<file path="config.mk">
export PLATFORM = sky130hd
export DESIGN_NAME = lsirq_device_flat
export DESIGN_NICKNAME = d
export VERILOG_FILES = /design/src/hw/lsirq_pkg.sv /design/src/hw/lsirq_if.sv /design/src/hw/lsirq_device.sv /design/src/flat_wrapper.sv
export SDC_FILE = /design/constraint.sdc
export NUM_CORES = 1
export LEC_CHECK = 0
export BUFFER_PORTS_ARGS = -buffer_cell sky130_fd_sc_hd__buf_4
export CAP_MARGIN = 25
export CORE_MARGIN = 2
export CORE_UTILIZATION = 40
export DETAILED_ROUTE_END_ITERATION = 16
export PLACE_DENSITY = 0.62
export SYNTH_ARGS = -nofsm -noshare
export SYNTH_HDL_FRONTEND = slang
export SYNTH_SLANG_ARGS = --single-unit
export TNS_END_PERCENT = 5
</file>
<file path="constraint.sdc">
create_clock -name sys_clk -period 4.6 [get_ports sys_clk]
set_clock_uncertainty 0.2 [all_clocks]
set_input_delay 0.92 -clock sys_clk [delete_from_list [all_inputs] [get_ports sys_clk]]
set_output_delay 0.92 -clock sys_clk [all_outputs]
set_load 0.01 [all_outputs]
</file>
<file path="src/hw/lsirq_pkg.sv">
package lsirq_pkg;
  // number of request levels per controller
  localparam int NUM_LEVELS = 8;
  // level on the first controller that the cascade request occupies
  localparam int CASCADE_LEVEL = 2;
  // level on the second controller used as the replacement request input
  localparam int REPLACE_LEVEL = 1;
  // vector bases: first controller 0x08, second controller 0x70
  localparam logic [7:0] MASTER_VEC_BASE = 8'h08;
  localparam logic [7:0] SLAVE_VEC_BASE = 8'h70;
  // replacement input vector and legacy shared-level vector
  localparam logic [7:0] REPLACE_VECTOR = 8'h71;
  localparam logic [7:0] LEGACY_VECTOR = 8'h0A;
  // handler settle delays in cycles, before and after the end command
  localparam int SETTLE_CYCLES = 4;
  localparam int COUNT_W = 4;
  // controller select encoding on the command path
  localparam logic CTRL_MASTER = 1'b0;
  localparam logic CTRL_SLAVE = 1'b1;
endpackage

</file>
<file path="src/hw/lsirq_if.sv">
`timescale 1ns/1ps
interface lsirq_if;
  // processor interrupt line, level
  logic cpu_int;
  // acknowledge strobe and returned vector
  logic int_ack;
  logic [7:0] int_vector;
  logic vector_valid;
  // end-of-interrupt command: strobe, target controller, level
  logic end_of_interrupt_command;
  logic end_ctrl;
  logic [2:0] end_level;
  // attempt to program a trigger mode: 1 means edge requested
  logic mode_write;
  logic mode_edge;
  // latch read and explicit clear strobes, and latch value
  logic latch_read;
  logic latch_clear;
  logic latch_value;
  // in-service visibility for the handler
  logic [7:0] master_in_service;
  logic [7:0] slave_in_service;
  logic edge_mode_seen;

  modport dev (
    output cpu_int, int_vector, vector_valid, latch_value,
    output master_in_service, slave_in_service, edge_mode_seen,
    input int_ack, end_of_interrupt_command, end_ctrl, end_level,
    input mode_write, mode_edge, latch_read, latch_clear
  );
  modport host (
    input cpu_int, int_vector, vector_valid, latch_value,
    input master_in_service, slave_in_service, edge_mode_seen,
    output int_ack, end_of_interrupt_command, end_ctrl, end_level,
    output mode_write, mode_edge, latch_read, latch_clear
  );
endinterface

</file>
<file path="src/hw/lsirq_device.sv">
`timescale 1ns/1ps
module lsirq_device #(
  parameter int LEVELS = lsirq_pkg::NUM_LEVELS
) (
  // clock and reset
  input wire logic sys_clk,
  input wire logic rst_n,
  // device request pins, outside the clock domain
  input wire logic [7:0] master_req_pin,
  input wire logic [7:0] slave_req_pin,
  input wire logic legacy_cascade_request,
  // processor side
  lsirq_if.dev bus
);
  // the encoders and vector sums only serve eight levels
  if (LEVELS != 8) begin : g_bad_levels
    $error("lsirq_device supports eight levels only");
  end

  // synchroniser stages, per request pin
  logic [7:0] m_sync1_reg;
  logic [7:0] m_sync2_reg;
  logic [7:0] s_sync1_reg;
  logic [7:0] s_sync2_reg;
  logic casc_sync1_reg;
  logic casc_sync2_reg;
  // in-service bits and their per-level set and clear terms
  logic [7:0] m_isr_reg;
  logic [7:0] s_isr_reg;
  logic [7:0] m_isr_set;
  logic [7:0] m_isr_clr;
  logic [7:0] s_isr_set;
  logic [7:0] s_isr_clr;
  // level requests, pending levels and chosen level per controller
  logic [7:0] m_req;
  logic [7:0] s_req;
  logic [7:0] m_pend;
  logic [7:0] s_pend;
  logic [2:0] m_lvl;
  logic [2:0] s_lvl;
  logic m_any;
  logic s_any;
  // acknowledge that found a level, and whether the slave owns it
  logic ack_hit;
  logic ack_slave;
  // output registers
  logic cpu_int_reg;
  logic vec_valid_reg;
  logic latch_reg;
  logic edge_seen_reg;
  logic [7:0] vector_reg;

  // two-flop synchronisers, one pair per request bit
  // costs two cycles of latency, but pins may change at any time
  for (genvar i = 0; i < 8; i++) begin : g_sync
    always_ff @(posedge sys_clk) begin
      if (!rst_n) begin
        m_sync1_reg[i] <= 1'b0;
        m_sync2_reg[i] <= 1'b0;
        s_sync1_reg[i] <= 1'b0;
        s_sync2_reg[i] <= 1'b0;
      end else begin
        m_sync1_reg[i] <= master_req_pin[i];
        m_sync2_reg[i] <= m_sync1_reg[i];
        s_sync1_reg[i] <= slave_req_pin[i];
        s_sync2_reg[i] <= s_sync1_reg[i];
      end
    end
  end

  // cascade line synchroniser
  always_ff @(posedge sys_clk) begin
    if (!rst_n) begin
      casc_sync1_reg <= 1'b0;
      casc_sync2_reg <= 1'b0;
    end else begin
      casc_sync1_reg <= legacy_cascade_request;
      casc_sync2_reg <= casc_sync1_reg;
    end
  end

  // level requests; slave replacement input also takes the cascade line
  always_comb begin
    m_req = m_sync2_reg;
    s_req = s_sync2_reg;
    s_req[lsirq_pkg::REPLACE_LEVEL] = s_sync2_reg[lsirq_pkg::REPLACE_LEVEL]
      | casc_sync2_reg;
    // slave output enters the master on the cascade level
    m_req[lsirq_pkg::CASCADE_LEVEL] = |(s_req & ~s_isr_reg);
    m_pend = m_req & ~m_isr_reg; // level still high after end re-asks
    s_pend = s_req & ~s_isr_reg;
  end

  // fixed priority, level 0 highest
  // scanned downwards so the lowest pending level is the one kept
  always_comb begin
    m_lvl = 3'h0;
    m_any = 1'b0;
    for (int i = 7; i >= 0; i--) begin
      if (m_pend[i]) begin
        m_lvl = i[2:0];
        m_any = 1'b1;
      end
    end
    s_lvl = 3'h0;
    s_any = 1'b0;
    for (int i = 7; i >= 0; i--) begin
      if (s_pend[i]) begin
        s_lvl = i[2:0];
        s_any = 1'b1;
      end
    end
  end

  // processor line is high while an unserviced level is requesting
  // low the cycle after an acknowledge so one request is not taken twice
  always_ff @(posedge sys_clk) begin
    if (!rst_n) cpu_int_reg <= 1'b0;
    else cpu_int_reg <= m_any && !bus.int_ack;
  end

  // acknowledge terms shared by the in-service logic
  assign ack_hit = bus.int_ack && m_any;
  assign ack_slave = m_lvl == 3'(lsirq_pkg::CASCADE_LEVEL) && s_any;

  // per-level set strobes from acknowledge, clear strobes from end
  always_comb begin
    m_isr_set = 8'h00;
    s_isr_set = 8'h00;
    m_isr_clr = 8'h00;
    s_isr_clr = 8'h00;
    if (ack_hit) begin
      m_isr_set[m_lvl] = 1'b1;
      if (ack_slave)
        s_isr_set[s_lvl] = 1'b1;
    end
    if (bus.end_of_interrupt_command) begin
      if (bus.end_ctrl == lsirq_pkg::CTRL_MASTER)
        m_isr_clr[bus.end_level] = 1'b1;
      else
        s_isr_clr[bus.end_level] = 1'b1;
    end
  end

  // in-service bits; a set beside a clear wins so no service is lost
  for (genvar i = 0; i < 8; i++) begin : g_isr
    always_ff @(posedge sys_clk) begin
      if (!rst_n) begin
        m_isr_reg[i] <= 1'b0;
        s_isr_reg[i] <= 1'b0;
      end else begin
        if (m_isr_set[i]) m_isr_reg[i] <= 1'b1;
        else if (m_isr_clr[i]) m_isr_reg[i] <= 1'b0;
        if (s_isr_set[i]) s_isr_reg[i] <= 1'b1;
        else if (s_isr_clr[i]) s_isr_reg[i] <= 1'b0;
      end
    end
  end

  // vector returned one cycle after acknowledge
  always_ff @(posedge sys_clk) begin
    if (!rst_n) begin
      vector_reg <= 8'h00;
      vec_valid_reg <= 1'b0;
    end else begin
      vec_valid_reg <= bus.int_ack && m_any;
      if (bus.int_ack && m_any) begin
        if (m_lvl == 3'(lsirq_pkg::CASCADE_LEVEL) && s_any)
          vector_reg <= lsirq_pkg::SLAVE_VEC_BASE + {5'h00, s_lvl};
        else
          vector_reg <= lsirq_pkg::MASTER_VEC_BASE + {5'h00, m_lvl};
      end
    end
  end

  // in-progress latch: set by acknowledge, cleared by read or clear
  always_ff @(posedge sys_clk) begin
    if (!rst_n) latch_reg <= 1'b0;
    else if (bus.int_ack && m_any) latch_reg <= 1'b1; // set wins
    else if (bus.latch_read || bus.latch_clear) latch_reg <= 1'b0;
  end

  // edge-mode attempts are noted but never change the trigger mode
  always_ff @(posedge sys_clk) begin
    if (!rst_n) edge_seen_reg <= 1'b0;
    else if (bus.mode_write && bus.mode_edge) edge_seen_reg <= 1'b1;
  end

  assign bus.cpu_int = cpu_int_reg;
  assign bus.int_vector = vector_reg;
  assign bus.vector_valid = vec_valid_reg;
  assign bus.latch_value = latch_reg;
  assign bus.master_in_service = m_isr_reg;
  assign bus.slave_in_service = s_isr_reg;
  assign bus.edge_mode_seen = edge_seen_reg;
endmodule

</file>
<file path="src/flat_wrapper.sv">
// flat-port wrapper written by rule: the top's interface ports become plain ports
module lsirq_device_flat 
#(
  parameter int LEVELS = lsirq_pkg::NUM_LEVELS
)
  (sys_clk, rst_n, master_req_pin, slave_req_pin, legacy_cascade_request, bus_cpu_int, bus_int_vector, bus_vector_valid, bus_latch_value, bus_master_in_service, bus_slave_in_service, bus_edge_mode_seen, bus_int_ack, bus_end_of_interrupt_command, bus_end_ctrl, bus_end_level, bus_mode_write, bus_mode_edge, bus_latch_read, bus_latch_clear);
  lsirq_if bus_i ();
  input wire logic sys_clk;
  input wire logic rst_n;
  input wire logic [7:0] master_req_pin;
  input wire logic [7:0] slave_req_pin;
  input wire logic legacy_cascade_request;
  output wire logic [$bits(bus_i.cpu_int)-1:0] bus_cpu_int;
  output wire logic [$bits(bus_i.int_vector)-1:0] bus_int_vector;
  output wire logic [$bits(bus_i.vector_valid)-1:0] bus_vector_valid;
  output wire logic [$bits(bus_i.latch_value)-1:0] bus_latch_value;
  output wire logic [$bits(bus_i.master_in_service)-1:0] bus_master_in_service;
  output wire logic [$bits(bus_i.slave_in_service)-1:0] bus_slave_in_service;
  output wire logic [$bits(bus_i.edge_mode_seen)-1:0] bus_edge_mode_seen;
  input wire logic [$bits(bus_i.int_ack)-1:0] bus_int_ack;
  input wire logic [$bits(bus_i.end_of_interrupt_command)-1:0] bus_end_of_interrupt_command;
  input wire logic [$bits(bus_i.end_ctrl)-1:0] bus_end_ctrl;
  input wire logic [$bits(bus_i.end_level)-1:0] bus_end_level;
  input wire logic [$bits(bus_i.mode_write)-1:0] bus_mode_write;
  input wire logic [$bits(bus_i.mode_edge)-1:0] bus_mode_edge;
  input wire logic [$bits(bus_i.latch_read)-1:0] bus_latch_read;
  input wire logic [$bits(bus_i.latch_clear)-1:0] bus_latch_clear;
  assign bus_cpu_int = bus_i.cpu_int;
  assign bus_int_vector = bus_i.int_vector;
  assign bus_vector_valid = bus_i.vector_valid;
  assign bus_latch_value = bus_i.latch_value;
  assign bus_master_in_service = bus_i.master_in_service;
  assign bus_slave_in_service = bus_i.slave_in_service;
  assign bus_edge_mode_seen = bus_i.edge_mode_seen;
  assign bus_i.int_ack = bus_int_ack;
  assign bus_i.end_of_interrupt_command = bus_end_of_interrupt_command;
  assign bus_i.end_ctrl = bus_end_ctrl;
  assign bus_i.end_level = bus_end_level;
  assign bus_i.mode_write = bus_mode_write;
  assign bus_i.mode_edge = bus_mode_edge;
  assign bus_i.latch_read = bus_latch_read;
  assign bus_i.latch_clear = bus_latch_clear;
  lsirq_device #(.LEVELS(LEVELS)) u_core (.sys_clk(sys_clk), .rst_n(rst_n), .master_req_pin(master_req_pin), .slave_req_pin(slave_req_pin), .legacy_cascade_request(legacy_cascade_request), .bus(bus_i));
endmodule
</file>
==> results.toml, run 1 <==
[run_status]
status = "completed"

[sta]
drv_slew = 0
setup_viol = 0
rsz0062_at_grt = "no"
worst_pin_slew_ps = 677
max_slew_margin_pct = 54.8
finalCritPeriodShare_pct = 48.5
finalHoldViolations = 0
fmaxAchievable_mhz = 448
finalSetupTns_ps = 0
period_minus_slack_ps = 2230

[layout]
final_util_pct = 52.9
multiInputGateArea_um2 = 1010
drive_gt1_share_pct = 28.8
fin_nets = 319
fillers = 514
ff_latch_area_um2 = 1140
area_delta_synth_final_pct = 29.0
antenna_cells = 0

[detailed_routing]
drtPass1Iterations = 4
drc = 0
viasPerCell = 4.85
drt_iter0_drc = 115
detail_route.wirelength_mm = 4.64
wl_per_cell_um = 12.7
vias = 1779
antenna_left = 0

[synth]
synth_top_area_share_pct = 51.1
syn_area_per_cell_um2 = 9.45
synth_cells = 236
synth_edf_count = 0
synthDominantAreaCellType = "dfxtp_1"
synth_most_common_cell = "dfxtp_1"
netlist-cell-type-count = 43
synth-main-ff-cell = "dfxtp_1"
synth-seq-cells = 57
yosysSeqAreaShare_pct = 51.1
yosys-top-cells-area = "dfxtp_1 (51%), and2_1 (9.5%), o21ai_0 (4.5%)"
ys_warn_count = 0
synth_common_cells = "dfxtp_1 (57), and2_1 (34), o21ai_0 (20)"
synth.cell_area_um2 = 2230
synthArstFlopShare_pct = 0
synthesis.nets = 265

[flow_run]
maxCapViolCount = 0

[die]
die_y_um = 78.7
die_w_um = 78.7
initial_utilization_pct = 41.0
core_area_um2 = 5440
rows = 27
io_pins = 57
die_area_um2 = 6190

[placed_design]
dp_hpwl_mm = 3.37
gp_congestion = 0.836
portBuffers = 54

[clocking]
cts_buffers = 9
htreeDepth = 3
cts_tree = "built"
clkSinkCount = 57
cts_setup_buffers = 0
postCtsResizedCells = 0
cts.hold.buffers_added = 0
insertion_delay_ps = 330
cts_root_buffer = "clkbuf_8"
path_clk_slew_ps = 70
clk_path_buf_depth = 2

[worst_setup_path]
cp_num_buf_inv = 2
endpoint_kind = "register"
worst_path_max_delay_cell = "or3b_2"
path_cells = "buf_4, inv_1, or3b_2, o22ai_1"
critPathTopFamily = "buffers and inverters"
path_class = "in2reg"
critPathArrivalTime_ps = 2290
start_kind = "primary input"
path_max_fanout = 40
crit_path_max_incr_delay_ps = 560
critPathRequiredTime_ps = 4650

[hold_path]
min_path_type = "reg2reg"

[global_routing]
grt_first_pass_wirelength_mm = 8.05
grt_pass1_vias = 1684
grt_max_degree = 41
overflow = 0
grt_use_total_pct = 17.0
antenna_found_initial = 0

[power]
leakagePower_uw = 0.00121
peakVddDrop_uv = 244
power_density_nw_per_um2 = 397
## metrics by stage
stage	power [uW]	cell area, um^2	instances	hold slack, ps	setup slack, ps
floorplan	631	2230	236	212	2590
global placement	685	2670	351	215	2020
detailed placement	687	2670	351	218	2010
CTS	1160	2880	367	232	2360
global route	1200	2880	367	238	2220
finish	1140	2880	367	230	2370
## cells by family (layout without fill, tap and decap cells)
family                 after synthesis  count (layout)  synth area share [%]
and+or+nand+nor                    101             101                  28.3
AOI/OAI and AO/OA                   60              60                  16.9
DFF                                 57              57                  51.1
buffers and inverters               17              76                  3.42
other                                1               1                 0.168
## layout by cell type (no fill, tap or decap), types with 2 or more instances in the layout
cell / instances
clkinvlp_4: 2
nand3_1: 6
a31oi_1: 3
nand4_1: 4
and2_1: 34
inv_1: 6
clkinv_4: 2
nand3b_1: 3
nor2_1: 8
a21oi_2: 2
buf_4: 54
nand2b_1: 12
clkbuf_8: 10
o21a_1: 3
or2b_1: 3
and3_1: 2
and3_4: 2
dfxtp_1: 57
nand2_1: 12
o2111ai_1: 2
or2_2: 2
o21ai_0: 20
a21oi_1: 19
nor2b_1: 4
or3b_2: 2
## layout make-up
| cell class | instances | area share [%] |
|---|---|---|
| clock inverters | 6 | 2.35 |
| clock buffers | 10 | 4.78 |
| well taps | 72 | 3.13 |
| inverters | 6 | 0.783 |
| flip-flops and latches | 57 | 39.7 |
| multi-input cells | 162 | 35.2 |
| repair buffers | 54 | 14.1 |
## worst reg2reg max path, stage by stage (launching register included)
cell and delay (ps):
dfxtp_1 370, nand2b_1 210, nand4_2 240, o31ai_4 440
nand3_1 220, nand3_1 170, o41ai_1 80
## metal layers
layer	wire length, um	share of wire [%]	GRT usage [%]	up-vias
met5	0	0	0	-
met4	122	2.6	10.0	0
met3	293	6.3	5.29	13
met2	1950	42	23.8	52
met1	2280	49	22.9	797
li1	-	-	-	917
## power breakdown
| group | switching (uW) | internal [uW] | total (uW) |
|---|---|---|---|
| combinational | 73.4 | 71.1 | 145 |
| clock | 203 | 265 | 468 |
| sequential | 11.7 | 519 | 531 |
## worst paths after layout
kind	startpoint	end	slack (ps)	depth (start not counted)
worst max-delay path	rst_n	u_core.bus.int_vector[2]	2370	4
worst min-delay path	u_core.s_sync1_reg[5]	u_core.s_req[5]	230	1
worst max register to register	u_core.bus.slave_in_service[5]	u_core.bus.latch_value	2530	6
worst min register to register	u_core.s_sync1_reg[5]	u_core.s_req[5]	230	1
Note: power is estimated with default switching activity, not from simulation.
==> inputs of run 2 (changes only) <==
--- a/config.mk
+++ b/config.mk
@@ -10,7 +10,7 @@
 export CORE_MARGIN = 2
 export CORE_UTILIZATION = 40
 export DETAILED_ROUTE_END_ITERATION = 16
-export PLACE_DENSITY = 0.62
+export PLACE_DENSITY = 0.64
 export SYNTH_ARGS = -nofsm -noshare
 export SYNTH_HDL_FRONTEND = slang
 export SYNTH_SLANG_ARGS = --single-unit
==> constraint.sdc (replaced) <==
create_clock -name sys_clk -period 2 [get_ports sys_clk]
set_clock_uncertainty 0.2 [all_clocks]
set_input_delay 0.4 -clock sys_clk [delete_from_list [all_inputs] [get_ports sys_clk]]
set_output_delay 0.4 -clock sys_clk [all_outputs]
set_load 0.01 [all_outputs]
==> run 2 against run 1 <==
Largest power group unchanged. Core utilization grew 1.6 points. Worst hold slack worse by 180 ps. Clock-buffer cell count grew 1. Via count is 1.6% higher.
==> results.toml, run 2 (same netlist as run 1, synthesis figures left out) <==
[run_status]
status = "completed"

[worst_setup_path]
critPathRequiredTime_ps = 2070
path_class = "reg2reg"
critPathArrivalTime_ps = 2000
start_kind = "register"
crit_path_max_incr_delay_ps = 390
path_max_fanout = 7
crit_start = "u_core.casc_sync2_reg"
path_cells = "o21ba_4, nand4b_4, o31ai_4, buf_4, nand4_1, o21a_1, nor2_1"
endpoint_kind = "register"
reg2reg_from = "u_core.casc_sync2_reg"
r2r_slack_ps = 70
timing.rr.end = "u_core.bus.master_in_service[6]"
reg2reg_depth = 7
worst_path_max_delay_cell = "o31ai_4"

[detailed_routing]
drt_iter0_drc = 85
antenna_left = 0
vias = 1807
wl_per_cell_um = 12.7
viasPerCell = 4.87
detail_route.wirelength_mm = 4.72
drc = 0
drtPass1Iterations = 4

[clocking]
insertion_delay_ps = 330
clk_path_buf_depth = 2
cts_root_buffer = "clkbuf_8"
cts_buffers = 9
cts.hold.buffers_added = 0
htreeDepth = 3
clkSinkCount = 57
path_clk_slew_ps = 60
cts_tree = "built"

[sta]
finalHoldViolations = 0
period_minus_slack_ps = 1930
finalSetupTns_ps = 0
finalCritPeriodShare_pct = 96.4
rsz0062_at_grt = "yes"
drv_slew = 0
setup_viol = 0
fmaxAchievable_mhz = 518
fin_ws_ps = 71.1

[die]
die_y_um = 78.7
initial_utilization_pct = 41.0
core_area_um2 = 5440
rows = 27
die_area_um2 = 6190
io_pins = 57
die_w_um = 78.7

[placed_design]
portBuffers = 54
gp_congestion = 0.822
dp_hpwl_mm = 3.41
dp_worst_setup_slack_ps = 48.3

[power]
power_density_nw_per_um2 = 930
peakVddDrop_uv = 489
leakagePower_uw = 0.00125

[global_routing]
overflow = 0
antenna_found_initial = 0
grt_use_total_pct = 16.8
grt_pass1_vias = 1713
grt_first_pass_wirelength_mm = 7.92
grt_max_degree = 23

[layout]
fin_nets = 325
final_common_cell = "buf_4"
area_delta_synth_final_pct = 32.8
antenna_cells = 0
final_cell_mix = "buf_4 (60), dfxtp_1 (56), and2_1 (34)"
drive_gt1_share_pct = 31.8

[hold_path]
whs_path_depth = 2
min-delay-start = "bus_latch_read"
min_path_type = "in2reg"
whs_endpoint = "u_core.bus.latch_value"

[flow_run]
maxCapViolCount = 0
[run 2: cell types whose count changed in the layout (fill, tap and decap cells not counted), sizes merged]
cell | previous run | this run
clkbuf | 10 | 11
clkinv | 3 | 1
clkinvlp | 2 | 0
bufinv | 1 | 2
buf | 54 | 60
[run 2: layout make-up]
type                            instances  area (um^2)
Fill cell                             508         2480
Sequential cell                        57         1140
Multi-Input combinational cell        162         1040
Timing Repair Buffer                   60          450
Clock buffer                           11          151
Tap cell                               72         90.1
Clock inverter                          3         65.1
Inverter                                6         22.5
[run 2: layer usage]
metal  up-vias  share of wire (%)  global-route usage (%)
li1        923                  -                       -
met1       796                 46                    22.6
met2        76                 43                    23.6
met3        12                8.8                    5.75
met4         0                2.3                    8.95
met5         -                  0                       0
[run 2: what timing repair did]
| item | in CTS | in global routing |
|---|---|---|
| setup buffers | 0 | 3 |
| gates resized for setup | 0 | 8 |
| endpoints found under the setup margin | 0 | 19 |
[run 2: where the power goes]
part           internal, uW  switching [uW]  total [uW]
clock                   753             417        1170
sequential             1200            27.8        1220
combinational           184             177         361
total                  2130             622        2750
[run 2: how the worst max path moves through the flow]
| stage | to | slack (ps) |
|---|---|---|
| 6_report | u_core.bus.master_in_service[6] | 70 |
| 2_1_floorplan | u_core.bus.latch_value | 220 |
| 3_3_place_gp | u_core.bus.latch_value | 60 |
| 3_5_place_dp | u_core.bus.latch_value | 50 |
| 5_1_grt | u_core.bus.master_in_service[6] | -20 |
| 4_1_cts | u_core.bus.latch_value | 10 |
[run 2: metrics by stage]
step	utilization (%)	power, uW	hold WS, ps	std cells	area (um^2)
CTS	53.5	2760	40.9	368	2910
finish	54.5	2750	51.7	371	2960
global route	54.5	2880	40.4	371	2960
detailed placement	49.6	1590	217	354	2700
global placement	49.6	1580	216	354	2700
floorplan	-	1450	212	236	2230
[run 2: critical path, delay by kind of cell (launching register included)]
kind / cells / cell delay [ps]
compound gates: 3 / 800
buf+inv: 1 / 180
flops: 1 / 310
simple gates: 3 / 390
==> inputs of run 3 (changes only) <==
--- a/config.mk
+++ b/config.mk
@@ -7,10 +7,13 @@
 export LEC_CHECK = 0
 export BUFFER_PORTS_ARGS = -buffer_cell sky130_fd_sc_hd__buf_4
 export CAP_MARGIN = 25
+export CELL_PAD_IN_SITES_DETAIL_PLACEMENT = 1
+export CELL_PAD_IN_SITES_GLOBAL_PLACEMENT = 1
 export CORE_MARGIN = 2
-export CORE_UTILIZATION = 40
+export CORE_UTILIZATION = 35
 export DETAILED_ROUTE_END_ITERATION = 16
-export PLACE_DENSITY = 0.64
+export PLACE_DENSITY_LB_ADDON = 0.1
+export SETUP_SLACK_MARGIN = 0.05
 export SYNTH_ARGS = -nofsm -noshare
 export SYNTH_HDL_FRONTEND = slang
 export SYNTH_SLANG_ARGS = --single-unit
==> run 3 against run 2 <==
Sequential share of layout area shrank 0.38 points. Combinational power grew 4%. Register-to-register slack gained 20 ps. Flip-flop and latch count is the same. Core utilization shrank 6.5 points. First-iteration DRC count grew 1.2%. Largest cell class unchanged. Largest power group unchanged.
==> results.toml, run 3 (same netlist as run 1, synthesis figures left out) <==
[detailed_routing]
drtPass1Iterations = 4
viasPerCell = 4.87
drc = 0
vias = 1856
wl_per_cell_um = 14.3
antenna_left = 0
detail_route.wirelength_mm = 5.44
drt_iter0_drc = 86

[layout]
area_delta_synth_final_pct = 34.3
final_cell_mix = "buf_4 (63), dfxtp_1 (55), and2_1 (34)"
final_util_pct = 48.0
fin_nets = 328
antenna_cells = 0
drive_gt1_share_pct = 33.6
fillers = 717
final_common_cell = "buf_4"

[clocking]
path_clk_slew_ps = 70
cts_root_buffer = "clkbuf_8"
clkSinkCount = 57
insertion_delay_ps = 340
clk_path_buf_depth = 2
cts_tree = "built"
htreeDepth = 3
cts_buffers = 9
cts.hold.buffers_added = 0

[worst_setup_path]
crit_end = "u_core.bus.master_in_service[0]"
endpoint_kind = "register"
path_max_fanout = 6
path_class = "reg2reg"
start_kind = "register"
crit_start = "u_core.bus.slave_in_service[7]"
critPathArrivalTime_ps = 1980
r2r_slack_ps = 90
reg2reg_depth = 7
critPathRequiredTime_ps = 2070
reg2reg_from = "u_core.bus.slave_in_service[7]"
timing.rr.end = "u_core.bus.master_in_service[0]"

[sta]
finalHoldViolations = 0
fmaxAchievable_mhz = 524
setup_viol = 0
drv_slew = 0
finalSetupTns_ps = 0
finalCritPeriodShare_pct = 95.4
fin_ws_ps = 91.5
period_minus_slack_ps = 1910
rsz0062_at_grt = "yes"

[die]
die_area_um2 = 7030
die_y_um = 83.8
die_w_um = 83.8
io_pins = 57
core_area_um2 = 6240
initial_utilization_pct = 35.7
rows = 29

[global_routing]
grt_first_pass_wirelength_mm = 8.80
grt_pass1_vias = 1761
grt_max_degree = 23
antenna_found_initial = 0
overflow = 0
grt_use_total_pct = 16.3

[placed_design]
dp_worst_setup_slack_ps = 52.1
portBuffers = 54
gp_congestion = 0.802
dp_hpwl_mm = 3.96

[power]
power_density_nw_per_um2 = 920
peakVddDrop_uv = 443
leakagePower_uw = 0.00126

[run_status]
status = "completed"

[flow_run]
maxCapViolCount = 0

[hold_path]
min_path_type = "in2reg"
==> run 3: metrics by stage <==
step | total power [uW] | area (um^2) | hold WS [ps] | cells
global route | 2890 | 3000 | 29.9 | 381
floorplan | 1450 | 2230 | 212 | 236
detailed placement | 1600 | 2720 | 222 | 362
global placement | 1600 | 2720 | 216 | 362
CTS | 2780 | 2950 | 25.8 | 379
finish | 2760 | 3000 | 42.3 | 381
==> run 3: power breakdown <==
group / leakage (uW) / switching [uW] / internal, uW
logic: 0.000686 / 185 / 191
clock network: 0.000106 / 462 / 694
registers: 0.000470 / 28.1 / 1200
==> run 3: cell type report <==
cell class	count	area (um^2)	area share, %
Multi-Input combinational cell	162	1050	35.0
Sequential cell	57	1140	38.2
Inverter	6	22.5	0.752
Timing Repair Buffer	63	473	15.8
Clock inverter	6	82.6	2.76
Clock buffer	10	128	4.26
Tap cell	77	96.3	3.22
==> run 3: worst min-delay path by stage <==
| stage | slack, ps | cells after the start | startpoint | end |
|---|---|---|---|---|
| finish | 40 | 2 | bus_latch_clear | u_core.bus.latch_value |
| detailed placement | 220 | 1 | u_core.m_sync1_reg[0] | u_core.m_req[0] |
| global route | 30 | 2 | bus_latch_read | u_core.bus.latch_value |
| floorplan | 210 | 1 | u_core.casc_sync1_reg | u_core.casc_sync2_reg |
| global placement | 220 | 1 | u_core.s_sync1_reg[7] | u_core.s_req[7] |
| CTS | 30 | 2 | bus_latch_clear | u_core.bus.latch_value |
==> run 3: per-layer routing <==
metal | track usage, % | routed length (um) | vias up | part of all wire, %
li1 | - | - | 930 | -
met1 | 21.4 | 2650 | 867 | 49
met2 | 23.3 | 2340 | 48 | 43
met3 | 5.34 | 311 | 11 | 5.7
met4 | 9.24 | 132 | 0 | 2.4
met5 | 0 | 0 | - | 0
==> run 3: what timing repair did <==
action / 4_1_cts / 5_1_grt
pin swaps: 1 / 1
endpoints found under the setup margin: 3 / 19
resized for setup: 1 / 10
setup buffers: 1 / 2
==> run 3: worst max-delay path, stage by stage, from the launching register on <==
cell and delay, ps:
dfxtp_1 320, nand2b_2 220, nand4_4 140, buf_4 140, o21ai_2 70, and3_4 200
or3_1 400, a21oi_2 140
